**config.mk**
```make
export PLATFORM = sky130hd
export DESIGN_NAME = evsm_top
export DESIGN_NICKNAME = d
export VERILOG_FILES = /design/src/rtl/evsm_pkg.sv /design/src/rtl/evsm_top.sv
export VERILOG_INCLUDE_DIRS = /design/src /design/src/rtl
export SDC_FILE = /design/constraint.sdc
export NUM_CORES = 1
export LEC_CHECK = 0
export ABC_AREA = 1
export BUFFER_PORTS_ARGS = -buffer_cell sky130_fd_sc_hd__buf_2
export CAP_MARGIN = 15
export CORE_ASPECT_RATIO = 1.4
export CORE_UTILIZATION = 41
export DETAILED_ROUTE_END_ITERATION = 10
export GPL_ROUTABILITY_DRIVEN = 0
export PLACE_DENSITY = 0.63
export SETUP_SLACK_MARGIN = 0.1
export SLEW_MARGIN = 30
export SYNTH_ARGS = -nofsm -noshare
export SYNTH_HDL_FRONTEND = slang
export SYNTH_SLANG_ARGS = --single-unit
```
**constraint.sdc**
```tcl
create_clock -name clock -period 11.2 [get_ports clock]
set_clock_uncertainty 0.15 [all_clocks]
set_input_delay 1.12 -clock clock [delete_from_list [all_inputs] [get_ports clock]]
set_output_delay 1.12 -clock clock [all_outputs]
set_load 0.02 [all_outputs]
```
**src/rtl/evsm_regs.svh**
```systemverilog
`ifndef EVSM_REGS_SVH
`define EVSM_REGS_SVH
// register offsets
`define EVSM_OFS_LIVE 16'h0404
`define EVSM_OFS_MASK 16'h0405
`define EVSM_OFS_FLAGS 16'h0480
`define EVSM_OFS_NLMASK 16'h0481
`define EVSM_OFS_PHNL 16'h0482
// live condition field positions
`define EVSM_LIVE_READY_BIT 16
`define EVSM_LIVE_NL_LSB 10
`define EVSM_LIVE_SIGN_LSB 6
`define EVSM_LIVE_SWELL_LSB 3
`define EVSM_LIVE_DIP_LSB 0
// sticky flag and mask field positions
`define EVSM_FLAG_NL_LSB 0
`define EVSM_FLAG_EV_LSB 18
`define EVSM_MASK_W 26
// event slots inside the upper flag field
`define EVSM_EV_PWR 0
`define EVSM_EV_RMS_HALF 1
`define EVSM_EV_RMS_MULTI 2
`define EVSM_EV_THD_PF 3
`define EVSM_EV_TRIG 4
`define EVSM_EV_WFB_FULL 5
`define EVSM_EV_MISMATCH 6
`define EVSM_EV_TEMP 7
// reset value of every register but live, whose no-load bits read one after reset
`define EVSM_RST_VAL 32'h0000_0000
`endif

```
**src/rtl/evsm_pkg.sv**
```systemverilog
`default_nettype none
package evsm_pkg;
    typedef logic [31:0] evsm_word_t;
    typedef enum logic [2:0] {
        EVSM_SEL_NONE,
        EVSM_SEL_LIVE,
        EVSM_SEL_MASK,
        EVSM_SEL_FLAGS,
        EVSM_SEL_NLMASK,
        EVSM_SEL_PHNL
    } evsm_sel_e;
endpackage : evsm_pkg
`default_nettype wire

```
**src/rtl/evsm_top.sv**
```systemverilog
// Function
// - each energy type sets a sticky flag when any phase enters or leaves no load
// - record per phase no-load state so software finds the phase that moved
// - live no-load bit per type is high only while all phases are out
// - new-samples bit goes to one when new waveform samples are ready
// - pulse sign bit per output: one positive energy, zero negative
// - pulse sign bit updates only on falling edge of its pulse pin
// - live swell bit per phase, one while that phase is in swell
// - live dip bit per phase, one while that phase is in dip
// - mask bit 25 enables interrupt on new temperature result
// - mask bit 24 enables interrupt on summed current threshold relation change
// - mask bit 23 enables interrupt on resampled buffer full, capture selection zero
// - mask bit 22 enables interrupt on configured buffer trigger event
// - mask bit 21 enables interrupt on distortion and power factor refresh
// - mask bit 20 enables interrupt on ten or twelve cycle rms refresh
// - mask bit 19 enables interrupt on half cycle rms refresh
// - mask bit 18 enables interrupt on power accumulation update
`timescale 1ns/1ps
`default_nettype none
`include "evsm_regs.svh"

module evsm_top
    import evsm_pkg::*;
#(
    parameter int NPH = 3,
    parameter int NTYPE = 6,
    parameter int NPULSE = 4
) (
    input wire logic clock,
    input wire logic rst_b,
    input wire logic clk_en,
    input wire logic [15:0] reg_addr,
    input wire logic reg_wr,
    input wire logic reg_rd,
    input wire logic [31:0] reg_wdata,
    output logic [31:0] reg_rdata,
    output logic reg_rvalid,
    input wire logic [NTYPE*NPH-1:0] noload_in,
    input wire logic new_samples_ready,
    input wire logic [NPULSE-1:0] pulse_out,
    input wire logic [NPULSE-1:0] pulse_sign,
    input wire logic [NPH-1:0] phase_swell,
    input wire logic [NPH-1:0] phase_dip,
    input wire logic temp_ready,
    input wire logic summed_current_over,
    input wire logic buffer_full_resampled,
    input wire logic capture_selection,
    input wire logic buffer_trigger,
    input wire logic distortion_pf_ready,
    input wire logic multi_cycle_rms_ready,
    input wire logic half_cycle_rms_ready,
    input wire logic power_accum_ready,
    output logic irq
);

    // field layout fixes these sizes
    if (NPH != 3 || NTYPE != 6 || NPULSE != 4) begin : g_chk
        $error("evsm_top: NPH 3, NTYPE 6, NPULSE 4 only");
    end

    // address decode, shared by read and write paths
    function automatic evsm_sel_e sel_of(input logic [15:0] a);
        case (a)
            `EVSM_OFS_LIVE: sel_of = EVSM_SEL_LIVE;
            `EVSM_OFS_MASK: sel_of = EVSM_SEL_MASK;
            `EVSM_OFS_FLAGS: sel_of = EVSM_SEL_FLAGS;
            `EVSM_OFS_NLMASK: sel_of = EVSM_SEL_NLMASK;
            `EVSM_OFS_PHNL: sel_of = EVSM_SEL_PHNL;
            default: sel_of = EVSM_SEL_NONE;
        endcase
    endfunction : sel_of

    // reset release through two flops; assertion stays asynchronous
    logic rst_q1;
    logic rst_q2;
    logic rst_n;

    always_ff @(posedge clock or negedge rst_b) begin
        if (!rst_b) begin
            rst_q1 <= 1'b0;
            rst_q2 <= 1'b0;
        end else begin
            rst_q1 <= 1'b1;
            rst_q2 <= rst_q1;
        end
    end
    assign rst_n = rst_q2;

    // pulse pins come from outside: two-flop sync plus history for edges
    logic [NPULSE-1:0] pin_q1;
    logic [NPULSE-1:0] pin_q2;
    logic [NPULSE-1:0] pin_q3;
    logic [NPULSE-1:0] pin_d1;
    logic [NPULSE-1:0] pin_d2;
    logic [NPULSE-1:0] pin_d3;
    logic [NPULSE-1:0] pulse_fall;

    always_comb begin
        pin_d1 = clk_en ? pulse_out : pin_q1;
        pin_d2 = clk_en ? pin_q1 : pin_q2;
        pin_d3 = clk_en ? pin_q2 : pin_q3;
    end

    always_ff @(posedge clock or negedge rst_n) begin
        if (!rst_n) begin
            pin_q1 <= '0;
            pin_q2 <= '0;
            pin_q3 <= '0;
        end else begin
            pin_q1 <= pin_d1;
            pin_q2 <= pin_d2;
            pin_q3 <= pin_d3;
        end
    end
    assign pulse_fall = pin_q3 & ~pin_q2;

    // access strobes and decoded selects
    evsm_sel_e wsel;
    evsm_sel_e rsel;
    logic wr_go;
    logic rd_go;
    logic w_flags;
    logic w_mask;
    logic w_nlmask;
    logic rd_live;

    assign wr_go = clk_en & reg_wr;
    assign rd_go = clk_en & reg_rd;
    assign wsel = sel_of(reg_addr);
    assign rsel = sel_of(reg_addr);
    assign w_flags = wr_go && (wsel == EVSM_SEL_FLAGS);
    assign w_mask = wr_go && (wsel == EVSM_SEL_MASK);
    assign w_nlmask = wr_go && (wsel == EVSM_SEL_NLMASK);
    assign rd_live = rd_go && (rsel == EVSM_SEL_LIVE);

    // no-load history and transition detect per type
    logic [NTYPE*NPH-1:0] phnl_q;
    logic [NTYPE*NPH-1:0] phnl_d;
    logic [NTYPE-1:0] nl_chg;

    for (genvar t = 0; t < NTYPE; t++) begin : g_nl
        assign nl_chg[t] = |(noload_in[t*NPH +: NPH] ^ phnl_q[t*NPH +: NPH]);
    end

    // snapshot tracks live phases, so the moving phase stays visible
    always_comb begin
        phnl_d = clk_en ? noload_in : phnl_q;
    end

    // threshold relation history for change detect
    logic over_q;
    logic over_d;
    logic over_chg;

    always_comb begin
        over_d = clk_en ? summed_current_over : over_q;
    end
    assign over_chg = over_d ^ over_q;

    // upper event sources in flag slot order
    logic [7:0] ev_set;

    always_comb begin
        ev_set = '0;
        ev_set[`EVSM_EV_PWR] = power_accum_ready;
        ev_set[`EVSM_EV_RMS_HALF] = half_cycle_rms_ready;
        ev_set[`EVSM_EV_RMS_MULTI] = multi_cycle_rms_ready;
        ev_set[`EVSM_EV_THD_PF] = distortion_pf_ready;
        ev_set[`EVSM_EV_TRIG] = buffer_trigger;
        // full only counts for resampled capture
        ev_set[`EVSM_EV_WFB_FULL] = buffer_full_resampled & ~capture_selection;
        ev_set[`EVSM_EV_MISMATCH] = over_chg;
        ev_set[`EVSM_EV_TEMP] = temp_ready;
    end

    // sticky flags: set wins over a same-cycle clear
    logic [NTYPE-1:0] nlflag_q;
    logic [NTYPE-1:0] nlflag_d;
    logic [7:0] evflag_q;
    logic [7:0] evflag_d;
    logic [NTYPE-1:0] nl_clr;
    logic [7:0] ev_clr;

    assign nl_clr = w_flags ? reg_wdata[`EVSM_FLAG_NL_LSB +: NTYPE] : '0;
    assign ev_clr = w_flags ? reg_wdata[`EVSM_FLAG_EV_LSB +: 8] : '0;

    always_comb begin
        nlflag_d = nlflag_q;
        evflag_d = evflag_q;
        if (clk_en) begin
            nlflag_d = (nlflag_q & ~nl_clr) | nl_chg;
            evflag_d = (evflag_q & ~ev_clr) | ev_set;
        end
    end

    // masks: upper mask register plus the no-load mask
    logic [`EVSM_MASK_W-1:0] mask_q;
    logic [`EVSM_MASK_W-1:0] mask_d;
    logic [NTYPE-1:0] nlmask_q;
    logic [NTYPE-1:0] nlmask_d;

    always_comb begin
        mask_d = w_mask ? reg_wdata[`EVSM_MASK_W-1:0] : mask_q;
        nlmask_d = w_nlmask ? reg_wdata[NTYPE-1:0] : nlmask_q;
    end

    // live condition bits
    logic [NPULSE-1:0] sign_q;
    logic [NPULSE-1:0] sign_d;
    logic ready_q;
    logic ready_d;
    logic [NPH-1:0] swell_q;
    logic [NPH-1:0] swell_d;
    logic [NPH-1:0] dip_q;
    logic [NPH-1:0] dip_d;
    logic [NTYPE-1:0] nl_out;

    for (genvar t = 0; t < NTYPE; t++) begin : g_out
        assign nl_out[t] = ~|phnl_q[t*NPH +: NPH];
    end

    always_comb begin
        sign_d = sign_q;
        ready_d = ready_q;
        swell_d = swell_q;
        dip_d = dip_q;
        if (clk_en) begin
            for (int i = 0; i < NPULSE; i++) begin
                if (pulse_fall[i]) begin
                    sign_d[i] = pulse_sign[i];
                end
            end
            // cleared by reading, so the next rise is seen again
            ready_d = (ready_q & ~rd_live) | new_samples_ready;
            swell_d = phase_swell;
            dip_d = phase_dip;
        end
    end

    // assembled register images
    evsm_word_t live_word;
    evsm_word_t flag_word;

    always_comb begin
        live_word = `EVSM_RST_VAL;
        live_word[`EVSM_LIVE_READY_BIT] = ready_q;
        live_word[`EVSM_LIVE_NL_LSB +: NTYPE] = nl_out;
        live_word[`EVSM_LIVE_SIGN_LSB +: NPULSE] = sign_q;
        live_word[`EVSM_LIVE_SWELL_LSB +: NPH] = swell_q;
        live_word[`EVSM_LIVE_DIP_LSB +: NPH] = dip_q;
        flag_word = `EVSM_RST_VAL;
        flag_word[`EVSM_FLAG_NL_LSB +: NTYPE] = nlflag_q;
        flag_word[`EVSM_FLAG_EV_LSB +: 8] = evflag_q;
    end

    // read port: data held until the next read
    evsm_word_t rdata_q;
    evsm_word_t rdata_d;
    logic rvalid_q;
    logic rvalid_d;

    always_comb begin
        rdata_d = rdata_q;
        rvalid_d = clk_en ? reg_rd : rvalid_q;
        if (rd_go) begin
            case (rsel)
                EVSM_SEL_LIVE: rdata_d = live_word;
                EVSM_SEL_MASK: rdata_d = {{(32-`EVSM_MASK_W){1'b0}}, mask_q};
                EVSM_SEL_FLAGS: rdata_d = flag_word;
                EVSM_SEL_NLMASK: rdata_d = {{(32-NTYPE){1'b0}}, nlmask_q};
                EVSM_SEL_PHNL: rdata_d = {{(32-NTYPE*NPH){1'b0}}, phnl_q};
                default: rdata_d = `EVSM_RST_VAL; // unmapped reads zero
            endcase
        end
    end

    // interrupt from next flag state, registered
    logic irq_q;
    logic irq_d;

    always_comb begin
        irq_d = irq_q;
        if (clk_en) begin
            irq_d = |(nlflag_d & nlmask_d)
                | |(evflag_d & mask_d[`EVSM_FLAG_EV_LSB +: 8]);
        end
    end

    // state registers; everything clears to zero
    always_ff @(posedge clock or negedge rst_n) begin
        if (!rst_n) begin
            phnl_q <= '0;
            over_q <= 1'b0;
            nlflag_q <= '0;
            evflag_q <= '0;
            mask_q <= '0;
            nlmask_q <= '0;
            sign_q <= '0;
            ready_q <= 1'b0;
            swell_q <= '0;
            dip_q <= '0;
            rdata_q <= `EVSM_RST_VAL;
            rvalid_q <= 1'b0;
            irq_q <= 1'b0;
        end else begin
            phnl_q <= phnl_d;
            over_q <= over_d;
            nlflag_q <= nlflag_d;
            evflag_q <= evflag_d;
            mask_q <= mask_d;
            nlmask_q <= nlmask_d;
            sign_q <= sign_d;
            ready_q <= ready_d;
            swell_q <= swell_d;
            dip_q <= dip_d;
            rdata_q <= rdata_d;
            rvalid_q <= rvalid_d;
            irq_q <= irq_d;
        end
    end

    assign reg_rdata = rdata_q;
    assign reg_rvalid = rvalid_q;
    assign irq = irq_q;

endmodule : evsm_top

`default_nettype wire

```
Yosys cells after proc, flatten, opt, wreduce, memory -nomap -nowiden. Index checks and enable logic that the tools add are counted.

Add/subtract/negate cells: 0. Shift-type cells: 0. Reduce and logical (&&, ||, !) cells: 28. Magnitude comparators: 0. Bitwise operators: 25. Equal/unequal tests: 10. Multiplexer cells: 9. Div/mod/pow operators: 0. Multipliers: 0.

Operators by type and width (number): $pmux 26 s5 (1); $eq 16x11->1 const B (5); $reduce_or 3->1 (12); $mux 26 (1); $mux 6 (3); $xor 3x3->3 (6); $and 8x8->8 (2); $mux 8 (2); $pmux 3 s5 (1); $and 6x6->6 (2); $not 8->8 (1); $or 8x8->8 (1); $reduce_and 2->1 (4); $reduce_or 8->1 (1); $eq 3x2->1 const B (2); $eq 3x3->1 const B (2); $logic_not 1->1 (6); $not 6->6 (1); $or 6x6->6 (1); $reduce_or 6->1 (1); $and 1x1->1 (4); $and 4x4->4 (1); $logic_and 1x1->1 (4); $not 4->4 (1); other kinds (5) (7).

Bits in writable memories: 0. Latch bits: 0. Output and inout port bits: 34. Memories: 0. Input port bits: 95. Flip-flop bits (word level): 124. Bits in read-only memories: 0.

Depth between registers and ports, before layout.
Depth in word-level cells: 12. Gate-level depth with buffers: 15.

Worst setup path after synthesis. Ideal clock, no wire load.

Path kind: input-to-reg. From: in reg_addr[15]. To: reg irq_q (netlist: irq). Required time: 10.933 ns. Buffers on the path: 1. Data arrival time: 2.250 ns. Stages: 11. Setup time: 0.117 ns. Slack: 8.682 ns. Cell sequence: nor2_1 nand2_1 nor2_8 nand3_4 buf_6 o21ai_1 a21oi_1 nor2_1 nand2_1 nor2_1 nor2_1.

Cells in the longest elaborated chain, start to end: 12. Elaborated cells on any way between the ends: 29. Those cells by class: eq/ne: 8; mux: 7; bitwise: 9; reduce/logical: 5.

Ends and longest elaborated chain: start, declared (RTL line evsm_top.sv:32) `input wire logic [15:0] reg_addr,`; $eq 16x11->1 (RTL line evsm_top.sv:63) `case (a)`; $pmux 3 s5 (*) (RTL line evsm_top.sv:63); $eq 3x2->1 (RTL line evsm_top.sv:131) `assign w_flags = wr_go && (wsel == EVSM_SEL_FLAGS);`; $logic_and 1x1->1 (RTL line evsm_top.sv:131); $mux 8 / $mux 6 (equally long branches) (RTL line evsm_top.sv:185, evsm_top.sv:184); $not 8->8 / $not 6->6 (equally long branches) (RTL line evsm_top.sv:192, evsm_top.sv:191); $and 8x8->8 / $and 6x6->6 (equally long branches) (RTL line evsm_top.sv:192, evsm_top.sv:191); $or 8x8->8 / $or 6x6->6 (equally long branches) (RTL line evsm_top.sv:192, evsm_top.sv:191); $mux 8 / $mux 6 (equally long branches) (RTL line evsm_top.sv:190) `if (clk_en) begin`; $and 8x8->8 / $and 6x6->6 (equally long branches) (RTL line evsm_top.sv:285, evsm_top.sv:284); $reduce_or 8->1 / $reduce_or 6->1 (equally long branches) (RTL line evsm_top.sv:285, evsm_top.sv:284); $or 1x1->1 (*) (RTL line evsm_top.sv:284) `irq_d = |(nlflag_d & nlmask_d)`; end signal, assigned (RTL line evsm_top.sv:318) `irq_q <= irq_d;`; end, declared (RTL line evsm_top.sv:278) `logic irq_q;`.

Every way passes the cells marked *; elsewhere a longest branch is shown, timed or not. A chain may end at the register's enable or synchronous reset.

Worst setup path after layout.
From: in reg_addr[15]. To: reg rdata_q[16] (netlist: reg_rdata[16]).

Cells in the longest elaborated chain, start to end: 4. Elaborated cells on any way between the ends: 12. Those cells by class: eq/ne: 10; mux: 2.

Ends and longest elaborated chain: $eq 16x11->1 (RTL line evsm_top.sv:63); $pmux 3 s5 (*) (RTL line evsm_top.sv:63); $eq 3x3->1 (tied with other cells) (RTL line evsm_top.sv:266) `case (rsel)`; $pmux 26 s5 (*) (RTL line evsm_top.sv:266); end signal, assigned (RTL line evsm_top.sv:302) `` rdata_q <= `EVSM_RST_VAL; ``; end signal, assigned (RTL line evsm_top.sv:316) `rdata_q <= rdata_d;`; end, declared (RTL line evsm_top.sv:257) `evsm_word_t rdata_q;`.

Marked as above.

==> results.py <==
metrics = {
    "synth": {
        "postSynthCellCount": 683,
        "synth.largest_area_cell": "dfrtp_1",
        "synth_top_area_share_pct": 51.1,
        "ys.flop_type": "dfrtp_1",
        "async_reset_ff_share_pct": 100,
        "synth_most_common_cell": "nand2_1",
        "synth.distinct_cells": 32,
        "netlist_top_cells_count": "205 x nand2_1, 118 x dfrtp_1, 69 x o21ai_0, 66 x inv_1, 46 x nand3_1",
        "synth_area_per_cell_um2": 8.46,
        "synth_area_um2": 5780,
        "yosys-top-cells-area": "dfrtp_1 51%, nand2_1 13%, o21ai_0 6.0%",
        "ys_warn_count": 0,
        "yosysSeqAreaShare_pct": 51.1,
        "ys_seq_elements": 118,
        "synth_edf_count": 0,
    },
    "worst_setup_path": {
        "criticalPathCategory": "input port to register",
        "cp-start-kind": "input port",
        "required_ps": 11370,
        "cp.arrival_ps": 3520,
        "endpoint_kind": "register",
        "path_max_fanout": 64,
        "rrSetupSlack_ps": 9580,
    },
    "layout": {
        "nets": 883,
        "drive_above_1_share_pct": 23.3,
        "finalNonFillerCells": 986,
        "syn2layout_area_growth_pct": 21.9,
        "n_antenna_cell": 0,
    },
    "clock_network": {
        "clock-sinks": 118,
        "h-tree-depth": 4,
        "cts_tree": "built",
        "insertion_delay_ps": 410,
        "cts_setup_buffers": 0,
        "cts_buffer_depth": 2,
        "clk_pin_slew_worst_paths_ps": 50,
        "cts_buffers": 17,
        "cts_root_buf": "clkbuf_16",
        "hold_buffers": 0,
        "cts-resized-gates": 0,
    },
    "grt": {
        "grt_pass1_vias": 4927,
        "antenna_found_initial": 0,
        "grt_remaining_overflow": 0,
        "grt_pass1_wl_um": 24200,
        "track_usage_pct": 21.8,
        "grt_max_degree": 79,
    },
    "power": {
        "power_switching_w": 0.000248,
        "peakVddDrop_uv": 90.6,
        "pwr-share-comb_pct": 7.0,
        "p_leak_nw": 3.72,
        "cellPowerDensity_nw_per_um2": 158,
        "clkPwrFrac_pct": 51.6,
        "pwr-share-seq_pct": 41.4,
        "sw_frac_of_total_pct": 22.3,
        "p_int_w": 0.000866,
    },
    "floorplanning": {
        "die_h_um": 142,
        "die_w_um": 102,
        "die_area_um2": 14600,
        "initial_utilization_pct": 41.7,
        "ioPinCount": 129,
        "rows": 51,
        "coreArea_um2": 13800,
    },
    "sta": {
        "final.period_utilization_pct": 30.0,
        "finalMaxSlewViolations": 0,
        "min_period_ps": 3350,
        "max_slew_margin_pct": 43.9,
        "timing.setup.tns_ps": 0,
        "finalWorstSetupSlack_ps": 7850,
        "fin_hold_ws_ps": 165,
        "rsz0062_at_grt": "false",
        "setup_viol": 0,
        "fmax_mhz": 298,
        "hold_viol": 0,
        "tightest_slew_ps": 842,
    },
    "place": {
        "dp_hpwl_um": 10400,
        "io_buffer_count": 116,
        "dp.cells": 954,
        "place_ws_ps": 7440,
    },
    "outcome": {
        "outcome": "complete, no violations",
    },
    "detailed_routing": {
        "drt_iter0_drc": 267,
        "routed_wl_um": 14900,
        "vias_per_cell": 4.96,
        "vias": 4895,
        "drcViolationCount": 0,
        "ant_nets": 0,
        "wl_per_cell_um": 15.1,
        "firstDrtPassIters": 4,
    },
    "min_path": {
        "hold_class": "register to async pin",
    },
    "flow_run": {
        "maxCapViolCount": 0,
    },
}
-- sequential cells by signal, summed over array words and instances, names as in the netlist, 3 cells and up --
signal     flops
evflag_q       8
nlflag_q       6
pin_q2         4
pin_q3         4
sign_q         4
reg_rdata     26
dip_q          3
mask_q        26
swell_q        3
phnl_q        18
pin_q1         4
nlmask_q       6
-- cells by family after synthesis --
| kind of cell | count (synthesis) | synth area share, % |
|---|---|---|
| AND/OR/NAND/NOR | 325 | 25.4 |
| flip-flops | 118 | 51.1 |
| buffers and inverters | 111 | 8.62 |
| AO/OA/AOI/OAI | 92 | 8.25 |
| XOR/XNOR | 19 | 2.88 |
| multiplexers | 16 | 3.64 |
| other | 2 | 0.130 |
-- critical path, cell delays in order --
cell and delay, ps:
buf_2 100, nor2_1 90, nand2_1 130, nor2_8 690, nand3b_1 680, o21ai_0 460, a21oi_1 70, o21ai_0 160
-- through the flow --
step	area (um2)	total power, W	util, %
2_1_floorplan	5800	0.000513	-
3_3_place_gp	6410	0.000543	46.3
3_5_place_dp	6410	0.000546	46.3
4_1_cts	7040	0.00112	50.8
5_1_grt	7040	0.00116	50.9
6_report	7040	0.00111	50.9
-- routing by layer --
layer  up-vias  track usage (%)  part of all wire, %
li1       2404                -                    -
met1      2351             26.8                   43
met2       118             36.0                   50
met3        22             4.27                  3.7
met4         0             10.8                  2.9
met5         -                0                    0
-- cell type report --
class | instances | area (um2)
Fill cell | 1337 | 6800
Sequential cell | 118 | 2960
Multi-Input combinational cell | 459 | 2350
Timing Repair Buffer | 119 | 607
Clock buffer | 23 | 478
Inverter | 73 | 274
Tap cell | 185 | 231
Clock inverter | 9 | 149
-- layout by cell type, fill, tap and decap left out, drive strengths merged, types with 16 or more instances in the layout --
| cell | instances |
|---|---|
| inv | 73 |
| dfrtp | 118 |
| nand4 | 24 |
| buf | 119 |
| nor2 | 28 |
| nand2 | 210 |
| clkbuf | 23 |
| nand3 | 48 |
| o21ai | 79 |
| xnor2 | 19 |
| mux2 | 16 |
-- path summary, 6_finish.rpt --
path | from | to | cells after the start
setup reg to reg | phnl_q[14]$_DFFE_PN0P_ | irq$_DFFE_PN0P_ | 10
max in group asynchronous | rst_n$_DFF_PN0_ | phnl_q[4]$_DFFE_PN0P_ | 1
setup / recovery | reg_addr[15] | reg_rdata[16]$_DFFE_PN0P_ | 8
min in group clock | rst_q1$_DFF_PN0_ | rst_n$_DFF_PN0_ | 0
hold reg to reg | rst_n$_DFF_PN0_ | mask_q[17]$_DFFE_PN0N_ | 0
hold / removal | rst_n$_DFF_PN0_ | mask_q[17]$_DFFE_PN0N_ | 0
-- power groups by stage --
stage,Combinational (W),Sequential (W),Clock (W)
3_3_place_gp,0.0000756,0.000467,0
4_1_cts,0.0000789,0.000461,0.000584
6_report,0.0000778,0.000461,0.000576
2_1_floorplan,0.0000450,0.000468,0
3_5_place_dp,0.0000782,0.000468,0
5_1_grt,0.0000884,0.000463,0.000604
(Power assumes the default switching activity.)
